$ cat src/sbcl_pkg.sv
package sbcl_pkg;
    localparam int          NUM_CHANNELS   = 4;
    localparam int          REGS_PER_CHAN  = 4;
    localparam int          CFG_WORDS      = NUM_CHANNELS * REGS_PER_CHAN;
    localparam int          CFG_AW         = 4;
    localparam logic [6:0]  ADDR_BASE      = 7'h18;
    localparam logic [6:0]  ADDR_TEST      = 7'h18;
    localparam logic [6:0]  EEPROM_ADDR    = 7'h50;
    localparam logic [7:0]  EEPROM_START   = 8'h00;
    localparam int          CLK_MHZ        = 125;
    localparam int          SCL_KHZ        = 100;
    localparam int          QUARTER_CYCLES = (CLK_MHZ * 1000) / (SCL_KHZ * 4);
    localparam int          APB_CTRL       = 12'h000;
    localparam int          APB_STATUS     = 12'h004;
    localparam int          APB_ADDR       = 12'h008;
    localparam int          APB_CFG_BASE   = 12'h040;
    localparam logic [31:0] APB_CTRL_RST   = 32'h0000_0000;
endpackage : sbcl_pkg

$ cat src/sbcl_cfg_mem.sv
`timescale 1ns/1ps
// small per-channel settings store, one write port muxed by caller, registered read
module sbcl_cfg_mem #(
    parameter int DEPTH = 16,
    parameter int AW    = 4
) (
    input  wire logic          clk,
    input  wire logic          we,
    input  wire logic [AW-1:0] waddr,
    input  wire logic [7:0]    wdata,
    input  wire logic [AW-1:0] raddr,
    output logic [7:0]         rdata
);
    logic [7:0] mem [DEPTH];

    // no reset: contents are defined by the EEPROM load or by software
    always_ff @(posedge clk)
    begin
        if (we)
        begin
            mem[waddr] <= wdata;
        end
        rdata <= mem[raddr];
    end
endmodule : sbcl_cfg_mem

$ cat src/sbcl_loader.sv
`timescale 1ns/1ps
module sbcl_loader #(
    parameter int QUARTER = sbcl_pkg::QUARTER_CYCLES
) (
    input  wire logic        mclk,
    input  wire logic        reset,
    input  wire logic        masterMode,
    input  wire logic        loadGrantN,
    output logic             loadDoneN,
    input  wire logic [3:0]  addrStrap,
    input  wire logic        serial_bus_clock_line_i,
    output logic             serial_bus_clock_line_oe,
    input  wire logic        sdaI,
    output logic             sdaOe,
    output logic             busMaster,
    output logic [6:0]       slaveAddr,
    output logic             slaveEnable,
    input  wire logic        psel,
    input  wire logic        penable,
    input  wire logic        pwrite,
    input  wire logic [11:0] paddr,
    input  wire logic [31:0] pwdata,
    output logic [31:0]      prdata,
    output logic             pready,
    output logic             pslverr
);
    typedef enum {ST_STRAP, ST_WAIT, ST_START, ST_BYTE, ST_ACK, ST_RSTART, ST_RDBYTE,
                  ST_MACK, ST_STOP, ST_DONE} sbcl_state_t;

    sbcl_state_t state;
    logic [1:0]  grantSync;
    logic [1:0]  modeSync;
    logic [3:0]  strapMeta;
    logic [3:0]  strapSync;
    logic [1:0]  settle;
    logic        sclStall;
    logic [1:0]  sclSync;
    logic [1:0]  sdaSync;
    logic [15:0] divCnt;
    logic        tick;
    logic [1:0]  phase;
    logic [7:0]  shifter;
    logic [2:0]  bitCnt;
    logic [1:0]  byteIdx;
    logic [4:0]  wordCnt;
    logic        loadErr;
    logic        strapTaken;
    logic        memWe;
    logic [3:0]  memWaddr;
    logic [7:0]  memWdata;
    logic [7:0]  memRdata;
    logic        apbWrite;
    logic        apbCfg;
    logic        ackErr;

    // pins come from outside mclk: two flops before use
    always_ff @(posedge mclk or posedge reset)
    begin
        if (reset)
        begin
            grantSync <= 2'h3;
            modeSync  <= 2'h0;
            strapMeta <= 4'h0;
            strapSync <= 4'h0;
            settle    <= 2'h0;
            sclSync   <= 2'h3;
            sdaSync   <= 2'h3;
        end
        else
        begin
            grantSync <= {grantSync[0], loadGrantN};
            modeSync  <= {modeSync[0], masterMode};
            strapMeta <= addrStrap;
            strapSync <= strapMeta;
            settle    <= {settle[0], 1'b1}; // high once every strap has passed both stages
            sclSync   <= {sclSync[0], serial_bus_clock_line_i};
            sdaSync   <= {sdaSync[0], sdaI};
        end
    end

    // quarter-bit enable for the bus clock; runs free, only the sequencer listens
    always_ff @(posedge mclk or posedge reset)
    begin
        if (reset)
        begin
            divCnt <= 16'h0000;
            tick   <= 1'b0;
        end
        else
        begin
            tick <= 1'b0;
            if (divCnt == 16'(QUARTER - 1))
            begin
                divCnt <= 16'h0000;
                tick   <= 1'b1;
            end
            else
            begin
                divCnt <= divCnt + 16'h0001;
            end
        end
    end

    // strap capture once the synchronisers hold the real pin levels, not their reset values
    always_ff @(posedge mclk or posedge reset)
    begin
        if (reset)
        begin
            strapTaken <= 1'b0;
            slaveAddr  <= 7'h00;
        end
        else if (!strapTaken && settle[1])
        begin
            strapTaken <= 1'b1;
            if (!modeSync[1] && grantSync[1])
            begin
                slaveAddr <= sbcl_pkg::ADDR_TEST; // test address, straps ignored
            end
            else
            begin
                slaveAddr <= sbcl_pkg::ADDR_BASE + {3'h0, strapSync};
            end
        end
    end

    // loader sequencer: random read of the eeprom from the start offset
    always_ff @(posedge mclk or posedge reset)
    begin
        if (reset)
        begin
            state     <= ST_STRAP;
            phase     <= 2'h0;
            shifter   <= 8'h00;
            bitCnt    <= 3'h0;
            byteIdx   <= 2'h0;
            wordCnt   <= 5'h00;
            loadErr   <= 1'b0;
            busMaster <= 1'b0;
            loadDoneN <= 1'b1; // held high until load ends
            serial_bus_clock_line_oe <= 1'b0;
            sdaOe     <= 1'b0;
            memWe     <= 1'b0;
            memWaddr  <= 4'h0;
            memWdata  <= 8'h00;
        end
        else
        begin
            memWe <= 1'b0;
            case (state)
                ST_STRAP:
                begin
                    // mode strap is only trusted once it has passed both flops
                    if (settle[1])
                        state <= modeSync[1] ? ST_WAIT : ST_DONE;
                end
                ST_WAIT:
                begin
                    if (!grantSync[1]) // grant seen low: take the bus
                    begin
                        busMaster <= 1'b1;
                        state     <= ST_START;
                        phase     <= 2'h0;
                        byteIdx   <= 2'h0;
                        shifter   <= {sbcl_pkg::EEPROM_ADDR, 1'b0};
                    end
                end
                ST_START, ST_RSTART:
                begin
                    if (tick && !sclStall)
                    begin
                        phase <= phase + 2'h1;
                        case (phase)
                            2'h0: sdaOe <= 1'b0;
                            2'h1: serial_bus_clock_line_oe <= 1'b0;
                            2'h2: sdaOe <= 1'b1;
                            default:
                            begin
                                serial_bus_clock_line_oe <= 1'b1;
                                bitCnt <= 3'h7;
                                state  <= ST_BYTE;
                            end
                        endcase
                    end
                end
                ST_BYTE, ST_RDBYTE, ST_ACK, ST_MACK:
                begin
                    if (tick && !sclStall)
                    begin
                        phase <= phase + 2'h1;
                        case (phase)
                            2'h0:
                            begin
                                // same two lines as the slave side uses
                                if (state == ST_BYTE)
                                    sdaOe <= ~shifter[7];
                                else if (state == ST_MACK)
                                    sdaOe <= (wordCnt != 5'(sbcl_pkg::CFG_WORDS - 1)); // nack the last byte
                                else
                                    sdaOe <= 1'b0;
                            end
                            2'h1: serial_bus_clock_line_oe <= 1'b0;
                            2'h2:
                            begin
                                if (state == ST_RDBYTE)
                                    shifter <= {shifter[6:0], sdaSync[1]};
                                if (state == ST_ACK && sdaSync[1])
                                    loadErr <= 1'b1;
                            end
                            default:
                            begin
                                serial_bus_clock_line_oe <= 1'b1;
                                if (state == ST_BYTE || state == ST_RDBYTE)
                                begin
                                    if (state == ST_BYTE)
                                        shifter <= {shifter[6:0], 1'b0};
                                    if (bitCnt == 3'h0)
                                        state <= (state == ST_BYTE) ? ST_ACK : ST_MACK;
                                    bitCnt <= bitCnt - 3'h1;
                                end
                                else if (state == ST_ACK)
                                begin
                                    byteIdx <= byteIdx + 2'h1;
                                    bitCnt  <= 3'h7;
                                    if (loadErr)
                                        state <= ST_STOP;
                                    else if (byteIdx == 2'h0)
                                    begin
                                        shifter <= sbcl_pkg::EEPROM_START;
                                        state   <= ST_BYTE;
                                    end
                                    else if (byteIdx == 2'h1)
                                    begin
                                        shifter <= {sbcl_pkg::EEPROM_ADDR, 1'b1};
                                        state   <= ST_RSTART;
                                    end
                                    else
                                        state <= ST_RDBYTE;
                                end
                                else
                                begin
                                    // each channel has its own words in the store
                                    memWe    <= 1'b1;
                                    memWaddr <= wordCnt[3:0];
                                    memWdata <= shifter;
                                    wordCnt  <= wordCnt + 5'h01;
                                    bitCnt   <= 3'h7;
                                    state    <= (wordCnt == 5'(sbcl_pkg::CFG_WORDS - 1)) ? ST_STOP : ST_RDBYTE;
                                end
                            end
                        endcase
                    end
                end
                ST_STOP:
                begin
                    if (tick && !sclStall)
                    begin
                        phase <= phase + 2'h1;
                        case (phase)
                            2'h0: sdaOe <= 1'b1;
                            2'h1: serial_bus_clock_line_oe <= 1'b0;
                            2'h2: sdaOe <= 1'b0;
                            default:
                            begin
                                busMaster <= 1'b0; // release bus
                                loadDoneN <= 1'b0; // stays low until reset
                                state     <= ST_DONE;
                            end
                        endcase
                    end
                end
                ST_DONE:
                begin
                    serial_bus_clock_line_oe <= 1'b0;
                    sdaOe <= 1'b0;
                end
                default: state <= ST_STRAP;
            endcase
        end
    end

    // a slave holding the clock low stretches the high phase instead of losing a bit
    assign sclStall = (phase == 2'h2) && !sclSync[1];

    // slave accepted only once loading is over
    assign slaveEnable = (state == ST_DONE);

    // apb slave: zero wait, settings words writable by the host after loading
    assign pready   = 1'b1;
    assign apbCfg   = (paddr >= 12'(sbcl_pkg::APB_CFG_BASE)) &&
                      (paddr < 12'(sbcl_pkg::APB_CFG_BASE + 4 * sbcl_pkg::CFG_WORDS));
    assign apbWrite = psel && penable && pwrite && apbCfg && slaveEnable;
    assign ackErr   = psel && penable && !(apbCfg || paddr == 12'(sbcl_pkg::APB_STATUS) ||
                      paddr == 12'(sbcl_pkg::APB_ADDR));
    assign pslverr  = ackErr;

    sbcl_cfg_mem #(
        .DEPTH (sbcl_pkg::CFG_WORDS),
        .AW    (sbcl_pkg::CFG_AW)
    ) u_mem (
        .clk   (mclk),
        .we    (memWe | apbWrite),
        .waddr (apbWrite ? paddr[5:2] : memWaddr),
        .wdata (apbWrite ? pwdata[7:0] : memWdata),
        .raddr (paddr[5:2]),
        .rdata (memRdata)
    );

    // read mux; settings word comes from the registered store, so hosts read twice
    always_comb
    begin
        prdata = 32'h0000_0000;
        if (apbCfg)
            prdata = {24'h000000, memRdata};
        else if (paddr == 12'(sbcl_pkg::APB_STATUS))
            prdata = {28'h0000000, loadErr, busMaster, ~loadDoneN, slaveEnable};
        else if (paddr == 12'(sbcl_pkg::APB_ADDR))
            prdata = {25'h0, slaveAddr};
    end
endmodule : sbcl_loader

$ cat config.mk
export PLATFORM = sky130hd
export DESIGN_NAME = sbcl_loader
export DESIGN_NICKNAME = d
export VERILOG_FILES = /design/src/sbcl_pkg.sv /design/src/sbcl_cfg_mem.sv /design/src/sbcl_loader.sv
export SDC_FILE = /design/constraint.sdc
export NUM_CORES = 1
export LEC_CHECK = 0
export BUFFER_PORTS_ARGS = -buffer_cell sky130_fd_sc_hd__buf_2
export CORE_UTILIZATION = 45
export DETAILED_ROUTE_END_ITERATION = 6
export PLACE_DENSITY = 0.66
export SLEW_MARGIN = 20
export SYNTH_ARGS = -nofsm -noshare
export SYNTH_HDL_FRONTEND = slang
export SYNTH_SLANG_ARGS = --single-unit
$ cat constraint.sdc
create_clock -name mclk -period 2.4 [get_ports mclk]
set_input_delay 0.48 -clock mclk [delete_from_list [all_inputs] [get_ports mclk]]
set_output_delay 0.48 -clock mclk [all_outputs]
set_load 0.05 [all_outputs]
# Word-level counts from Yosys, hierarchy flattened
# Memory sizes are Yosys's and may differ from the RTL's. A register that Yosys moved wholly into a read port is not among the register bits.
# Cells that the tools add are included.
[word_totals]
elab_cells = 210
input_bits = 57
ram_bits = 128
output_inout_bits = 46
regBits = 113
n_memories = 1
[classes]
eq_ne = 46
n_mux = 76
order_cmp = 2
addsub = 6
n_bitwise = 7
n_reduce_logical = 47
[memory_table]
columns = ["name", "words", "word_bits", "read_ports", "rd_ports_with_merged_regs", "wr", "line", "rtl"]
rows = [
  ["u_mem.mem", 16, 8, 1, 1, 1, "sbcl_cfg_mem.sv:14", "logic [7:0] mem [DEPTH];"],
]
[op_table]
columns = ["op", "n"]
rows = [
  ["$mux 32", 11],
  ["$pmux 32 s6", 1],
  ["$eq 32x3->1 const B", 5],
  ["$eq 32x4->1 const B", 5],
  ["$mux 8", 11],
  ["$eq 32x2->1 const B", 2],
  ["$eq 32x1->1 const B", 1],
  ["$eq 32x5->1 const B", 1],
  ["$logic_not 32->1", 1],
  ["$pmux 8 s2", 2],
  ["$ne 2x2->1 const B", 14],
  ["$mux 1", 20],
  ["$mux 3", 6],
  ["$add 16x1->16 const B", 1],
  ["$eq 16x9->1 const B", 1],
  ["$mux 16", 1],
  ["$mux 2", 8],
  ["$mux 4", 4],
  ["$reduce_and 5->1", 3],
  ["$mux 7", 2],
  ["$eq 12x3->1 const B", 1],
  ["$eq 12x4->1 const B", 1],
  ["$ge 12x7->1 const B", 1],
  ["$lt 12x8->1 const B", 1],
  ["other kinds (39)", 80],
]

# Longest topological paths before layout
# Gate-level depths: netlist of run 1.
[logic_depth]
word_depth = 9
ltp_mapped = 9
ltp_nobuf = 8

# Cells and area by module
# Synthesis of run 1 repeated with hierarchy kept, for this count alone.
[unflattened]
cells_unflattened = 655
area_unflattened_um2 = 9531.6
[modules_own_cells]
columns = ["module", "area_each_um2", "cells_each", "instances", "seq_area_each_um2"]
rows = [
  ["sbcl_cfg_mem", 5147.4, 229, 1, 4003.8],
  ["sbcl_loader", 4384.2, 426, 1, 2085.8],
]

# Worst setup path before layout of run 1
# OpenSTA, ideal clock, no wires.
[synth_path]
path_kind = "input port to output port"
from = "input port paddr[2]"
to = "output port pslverr"
path_slack_ns = -0.952
required_time_ns = 1.920
arrival_ns = 2.872
path_buffers = 3
stages = 6
path_cell_list = "buf_2 > buf_2 > nor2b_1 > and2_1 > clkbuf_1 > nor4_1"
[synth_via]
elab_chain_len = 6
elab_cells_between_ends = 9
classes_between = "order compare (2); eq/ne (2); reduce/logical (5)"
[synth_lines]
columns = ["element", "line", "rtl"]
rows = [
  ["start, declared", "sbcl_loader.sv:21", "input wire logic [11:0] paddr,"],
  ["$ge 12x7->1 or $lt 12x8->1 (tied branches)", "sbcl_loader.sv:289, sbcl_loader.sv:290", ""],
  ["$logic_and 1x1->1", "sbcl_loader.sv:289", "assign apbCfg = (paddr >= 12'(sbcl_pkg::APB_CFG_BASE)) &&"],
  ["$logic_or 1x1->1", "sbcl_loader.sv:292", "assign ackErr = psel && penable && !(apbCfg || paddr == 12'(sbcl_pkg::APB_STATUS) ||"],
  ["$logic_or 1x1->1 (*)", "sbcl_loader.sv:292", ""],
  ["$logic_not 1->1 (*)", "sbcl_loader.sv:292", ""],
  ["$logic_and 1x1->1 (*)", "sbcl_loader.sv:292", ""],
  ["end, declared", "sbcl_loader.sv:25", "output logic pslverr"],
]
# Every way passes the cells marked *; elsewhere a longest branch is shown, timed or not.

# Final worst setup path of run 1
[layout_path]
from = "input port paddr[1]"
to = "output port prdata[0]"
[layout_via]
elab_chain_len = 4
elab_cells_between_ends = 8
classes_between = "order compare (2); eq/ne (2); mux (3); reduce/logical (1)"
[layout_lines]
columns = ["element", "line", "rtl"]
rows = [
  ["parallel branches: the longest is 3 deep, another holds $ge 12x7->1", "-", ""],
  ["$mux 8 (*)", "sbcl_loader.sv:312", "if (apbCfg)"],
  ["end, declared", "sbcl_loader.sv:23", "output logic [31:0] prdata,"],
]
# Every way passes the cells marked *.

==> flow_summary.yaml, run 1 <==
layout:
  final_nets: 816
  multi_input_area_um2: 3260
  area_delta_synth_final_pct: 19.0
  fin_cells: 1035
  stdcell_area_um2: 11300
  antenna_cells: 0
  fillers: 1601
  regArea_um2: 6090
  drive_gt1_share_pct: 29.4
drt:
  drt_pass1_iterations: 4
  m1WireLength_um: 8640
  route.met3.wl_um: 981
  vias_per_cell: 5.30
  wl_um: 19000
  ant_nets: 0
  wl_per_cell_um: 18.4
  drcViolationCount: 0
  wl_met2_um: 9020
  via_count: 5486
  top_layer: "met4"
  dr.first_iter.drc_count: 443
critical_path:
  cpPeakStageDelay_ps: 530
  reg2reg_to: "wordCnt[3]"
  crit_slowest_cell: "or4_4"
  cp_data_required_time_ps: 1920
  ff2ff_setup_slack_ps: 240
  cp-end-kind: "primary output"
  crit_fanout: 6
  ff2ff_path_depth: 8
  crit_chain: "buf_6, or4_4, nor4_4, buf_4, and2_4, a22oi_1, nand2_2, buf_8"
  start_kind: "input port"
  criticalPathCategory: "input port to primary output"
  r2r_start: "phase[0]"
  crit_arrival_ps: 1990
power:
  internal_power_mw: 6.61
  p_switching_mw: 2.44
  comb_power_share_pct: 16.5
  cellLeakagePower_nw: 3.94
  clkPwrFrac_pct: 37.7
  seq_power_share_pct: 45.8
  peakVddDrop_uv: 410
  p_per_area_nw_per_um2: 804
  swShare_pct: 26.9
clock_tree:
  numCtsBuffers: 23
  worstSkewPairLatency_ps: 510
  cts_tree: "yes"
  cts.sinks: 219
  clock-root-buffer: "clkbuf_16"
  clockBufferDepth: 3
  clk_pin_slew_ps: 60
  ctsHtreeMaxLevel: 1
run_status:
  status: "finished, violations left"
  failed_checks: "negative setup slack"
synth:
  syn_inst: 661
  post_synth.cell_area_avg_um2: 14.3
  yosysTopAreaCell: "edfxtp_1"
  synth-seq-cells: 219
  syn_area_um2: 9460
  synth.distinct_cells: 71
  synth-edff-count: 128
  synthArstFlopShare_pct: 37.9
  synthTopCellsByArea: "edfxtp_1 (41%), dfrtp_1 (20%), mux4_2 (8.8%)"
  yosysWarnings: 0
  synth_seq_area_share_pct: 64.4
  synth_flop_cell: "edfxtp_1"
  synth_top_area_share_pct: 40.6
global_routing:
  track_usage_pct: 18.1
  antenna_found_initial: 0
  grt_max_degree: 84
  grt_pass1_vias: 5649
  overflow: 0
  grt_pass1_wl_um: 30300
sta:
  finalCriticalPeriod_ps: 2470
  rsz0062_at_grt: "true"
  finalClockSkew_ps: 17.0
  final_hold_viol_count: 0
  clock.fmax_mhz: 404
  worstMarginPinSlew_ps: 587
  setup_viol: 7
  period_share_pct: 103
  slew_violations: 0
  slew_headroom_pct: 60.1
  fin_ws_ps: -72.4
place:
  gp_congestion: 0.828
  io_buffers: 52
  dpl_worst_slack_ps: -357
  dpl.hpwl_um: 13000
  dp_cells: 991
  placed_area_um2: 10400
flow_run:
  drv_cap: 0
hold_path:
  hold_depth: 1
  hp-start: "sdaI"
  whs_endpoint: "sdaSync[0]"
  hp-class: "input port to flop"
floorplanning:
  core_um2: 20400
  pin_count: 103
  num_rows: 52
  start_util_pct: 46.3
  die_w_um: 147
  dieArea_um2: 21600
  die_h_um: 147
## cells in the mapped netlist (3+ instances only)
cell type  number
mux4_2         37
and2_1          7
a21oi_1        17
nor2_1         47
dfstp_2         7
a211oi_1        4
nand4_1         4
xor2_1         10
o21ai_0        27
buf_4          28
inv_1          23
nor2b_1        15
ha_1           11
a31oi_1         4
a22o_1          5
clkbuf_1       15
xnor2_1         9
mux2_2          3
mux2i_1        14
nand2_1        61
mux2_4          8
and3_1          5
edfxtp_1      128
nand2b_1        5
dfrtp_1        76
dfxtp_1         8
nand3_1        18
or3_1           3
buf_2           8
a22oi_1         4
## what timing repair did
action | in CTS | in global routing
resized for setup | 29 | 12
hold buffers | 0 | 0
pin swaps | 2 | 1
gates cloned | 0 | 1
endpoints found under the setup margin | 9 | 17
setup buffers | 1 | 0
## how the worst max path moves through the flow
stage / start / end / cells past startpoint
2_1_floorplan: paddr[10] / u_mem.mem[0][0] / 6
3_3_place_gp: paddr[10] / prdata[3] / 8
3_5_place_dp: paddr[10] / prdata[4] / 8
4_1_cts: paddr[1] / prdata[0] / 8
5_1_grt: paddr[1] / prdata[0] / 8
6_report: paddr[1] / prdata[0] / 8
## state kept, by name (all words and copies together) (netlist names), 5 cells and up
signal,flops
divCnt,16
memWdata,8
wordCnt,5
u_mem.mem,128
u_mem.rdata,8
slaveAddr,5
shifter,8
## cells by family after synthesis
| group | count (synthesis) | share of synthesized area (%) |
|---|---|---|
| other cells | 2 | 0.0794 |
| xor+xnor | 19 | 1.76 |
| simple gates | 185 | 9.82 |
| buf+inv | 78 | 4.39 |
| compound gates | 83 | 5.72 |
| flops | 219 | 64.4 |
| mux | 64 | 12.4 |
| fa+ha+maj | 11 | 1.46 |
## power groups by stage
stage | clock (mW) | sequential (mW) | combinational [mW]
after detailed placement | 0 | 4.22 | 1.46
after global routing | 3.62 | 4.16 | 1.62
after global placement | 0 | 4.21 | 1.44
after floorplan | 0 | 4.25 | 1.08
final | 3.41 | 4.14 | 1.49
after CTS | 3.46 | 4.14 | 1.48
## layout make-up
type / instances / area share (%)
multi-input cells: 389 / 28.9
flip-flops and latches: 219 / 54.1
clock buffers: 32 / 5.78
well taps: 270 / 3.00
repair buffers: 91 / 6.65
clock inverters: 10 / 0.689
inverters: 24 / 0.834
## layer usage
| metal | up-vias | GRT usage (%) |
|---|---|---|
| met5 | - | 0 |
| met4 | 0 | 4.12 |
| met3 | 26 | 2.73 |
| met2 | 159 | 29.6 |
| met1 | 2744 | 25.7 |
| li1 | 2557 | - |
## layout by cell type, fill, tap and decap left out, types with 13 or more instances in the layout
master,n
nand3_1,18
clkbuf_16,24
dfrtp_1,76
nor2_1,31
buf_4,29
nor2_4,13
a21oi_1,17
o21ai_0,26
nand2_1,57
mux4_2,37
inv_1,21
edfxtp_1,128
nor2b_1,15
buf_2,41
conb_1,27
## critical path: cells and delay by family
family | cells | cell delay, ps
buffers and inverters | 3 | 380
AO/OA/AOI/OAI | 1 | 100
AND/OR/NAND/NOR | 4 | 1020
## metrics by stage
stage,TNS [ps],hold slack (ps),power [mW],utilization (%)
CTS,-383,65.2,9.09,54.8
finish,-327,74.0,9.05,55.1
global route,-1140,55.9,9.40,55.1
global placement,-34930,335,5.65,50.7
floorplan,-32430,331,5.33,-
detailed placement,-45060,343,5.68,50.7
No activity file was read; power rests on OpenSTA's default activity.
==> run 2, diff against run 1 <==
Settings changed: CAP_MARGIN from default to 40, RECOVER_POWER from default to 100.
==> run 2 against run 1 <==
Compared with the run above: the flow finishes with violations (max-capacitance violations, max-slew violations, negative setup slack); via count is essentially flat; global-route usage is the same; sequential share of layout area grew 0.24 points; total power shrank 0.49%; final cell count is the same; highest routed layer unchanged.
==> flow_summary.yaml, run 2 (synthesized netlist as in run 1, its figures left out) <==
floorplanning:
  num_rows: 52
  pin_count: 103
  core_um2: 20400
  start_util_pct: 46.3
  die_w_um: 147
  die_h_um: 147
  dieArea_um2: 21600
drt:
  vias_per_cell: 5.30
  wl_um: 19000
  dr.first_iter.drc_count: 416
  wl_per_cell_um: 18.4
  drcViolationCount: 0
  via_count: 5488
  drt_pass1_iterations: 4
  ant_nets: 0
power:
  p_per_area_nw_per_um2: 803
  peakVddDrop_uv: 410
  cellLeakagePower_nw: 3.88
sta:
  period_share_pct: 103
  worstMarginPinSlew_ps: 1990
  fin_ws_ps: -66.3
  slew_violations: 84
  finalClockSkew_ps: 15.9
  finalCriticalPeriod_ps: 2470
  rsz0062_at_grt: "true"
  clock.fmax_mhz: 405
  whs_ps: 78.1
  final_hold_viol_count: 0
  slew_headroom_pct: -32.7
  setup_viol: 7
  tns_ps: -295
layout:
  largest_register: "u_mem.mem"
  largest_register_ffs: 128
  fillers: 1619
  multi_input_area_um2: 3250
  drive_gt1_share_pct: 27.3
  fin_cells: 1035
  regArea_um2: 6090
  final_cell_mix: "edfxtp_1 (128), dfrtp_1 (76), nand2_1 (57), mux4_2 (37), nor2_1 (31)"
  final_nets: 816
  mostFrequentLayoutCell: "edfxtp_1"
  area_delta_synth_final_pct: 18.5
  top_regs: "u_mem.mem (128), divCnt (16)"
  antenna_cells: 0
clock_tree:
  clockBufferDepth: 3
  cts_tree: "yes"
  numCtsBuffers: 23
  cts.sinks: 219
  clk_pin_slew_ps: 60
  worstSkewPairLatency_ps: 510
  ctsHtreeMaxLevel: 1
  clock-root-buffer: "clkbuf_16"
critical_path:
  cp-end-kind: "primary output"
  start_kind: "input port"
  ff2ff_setup_slack_ps: 190
  crit_fanout: 6
  cp_data_required_time_ps: 1920
  criticalPathCategory: "input port to primary output"
  crit_arrival_ps: 1990
global_routing:
  grt_pass1_vias: 5649
  grt_pass1_wl_um: 30300
  overflow: 0
  grt_max_degree: 84
  track_usage_pct: 18.1
  antenna_found_initial: 0
place:
  io_buffers: 52
  dp_cells: 991
  dpl.hpwl_um: 13000
  gp_congestion: 0.828
run_status:
  failed_checks: "max-capacitance violations, max-slew violations, negative setup slack"
  status: "finished, violations left"
hold_path:
  hp-class: "input port to flop"
flow_run:
  drv_cap: 1
run 2: stage by stage:
| step | worst slack (ps) | cell area, um2 | util [%] | total power [mW] |
|---|---|---|---|---|
| floorplan | -201 | 9720 | - | 5.33 |
| global placement | -321 | 10400 | 50.7 | 5.65 |
| detailed placement | -357 | 10400 | 50.7 | 5.68 |
| CTS | -65.0 | 11200 | 54.8 | 9.09 |
| global route | -156 | 11200 | 54.9 | 9.36 |
| finish | -66.3 | 11200 | 54.9 | 9.00 |
run 2: worst max-delay path: stages:
cell and delay, ps:
buf_6 90, or4_4 530, nor4_4 220, buf_4 150
and2_4 180, a22oi_1 100, nand2_2 90, buf_8 140
run 2: path summary, 6_finish.rpt:
kind                         startpoint  cells after the start            to
max                            paddr[1]                      8     prdata[0]
min                          loadGrantN                      1  grantSync[0]
max reg2reg                    phase[0]                      8      state[1]
min reg2reg                strapMeta[0]                      0  strapSync[0]
max in group asynchronous         reset                      3      state[3]
min in group asynchronous         reset                      3     divCnt[2]
run 2: power breakdown:
group,internal [mW],switching (mW)
Sequential,4.06,0.0784
Combinational,0.509,0.944
Clock,2.00,1.40
Total,6.58,2.43
run 2: what timing repair did:
item                                    in CTS  in global routing
gates resized for setup                     29                 12
endpoints found under the setup margin       9                 17
pin swaps                                    2                  1
buffers inserted                             1                  0
gates cloned                                 0                  1
hold buffers                                 0                  0
hold endpoints to repair                     0                  0
run 2: cell type report:
type / instances / area share [%]
inverter: 24 / 0.837
sequential: 219 / 54.3
multi-input combinational: 389 / 29.0
clock buffer: 32 / 5.81
timing repair buffer: 91 / 6.30
clock inverter: 10 / 0.692
tap: 270 / 3.01
run 2: per-layer routing:
layer / GRT usage, % / share of wire (%)
met1: 25.7 / 46
met2: 29.6 / 48
met3: 2.73 / 4.8
met4: 4.12 / 1.8
met5: 0 / 0
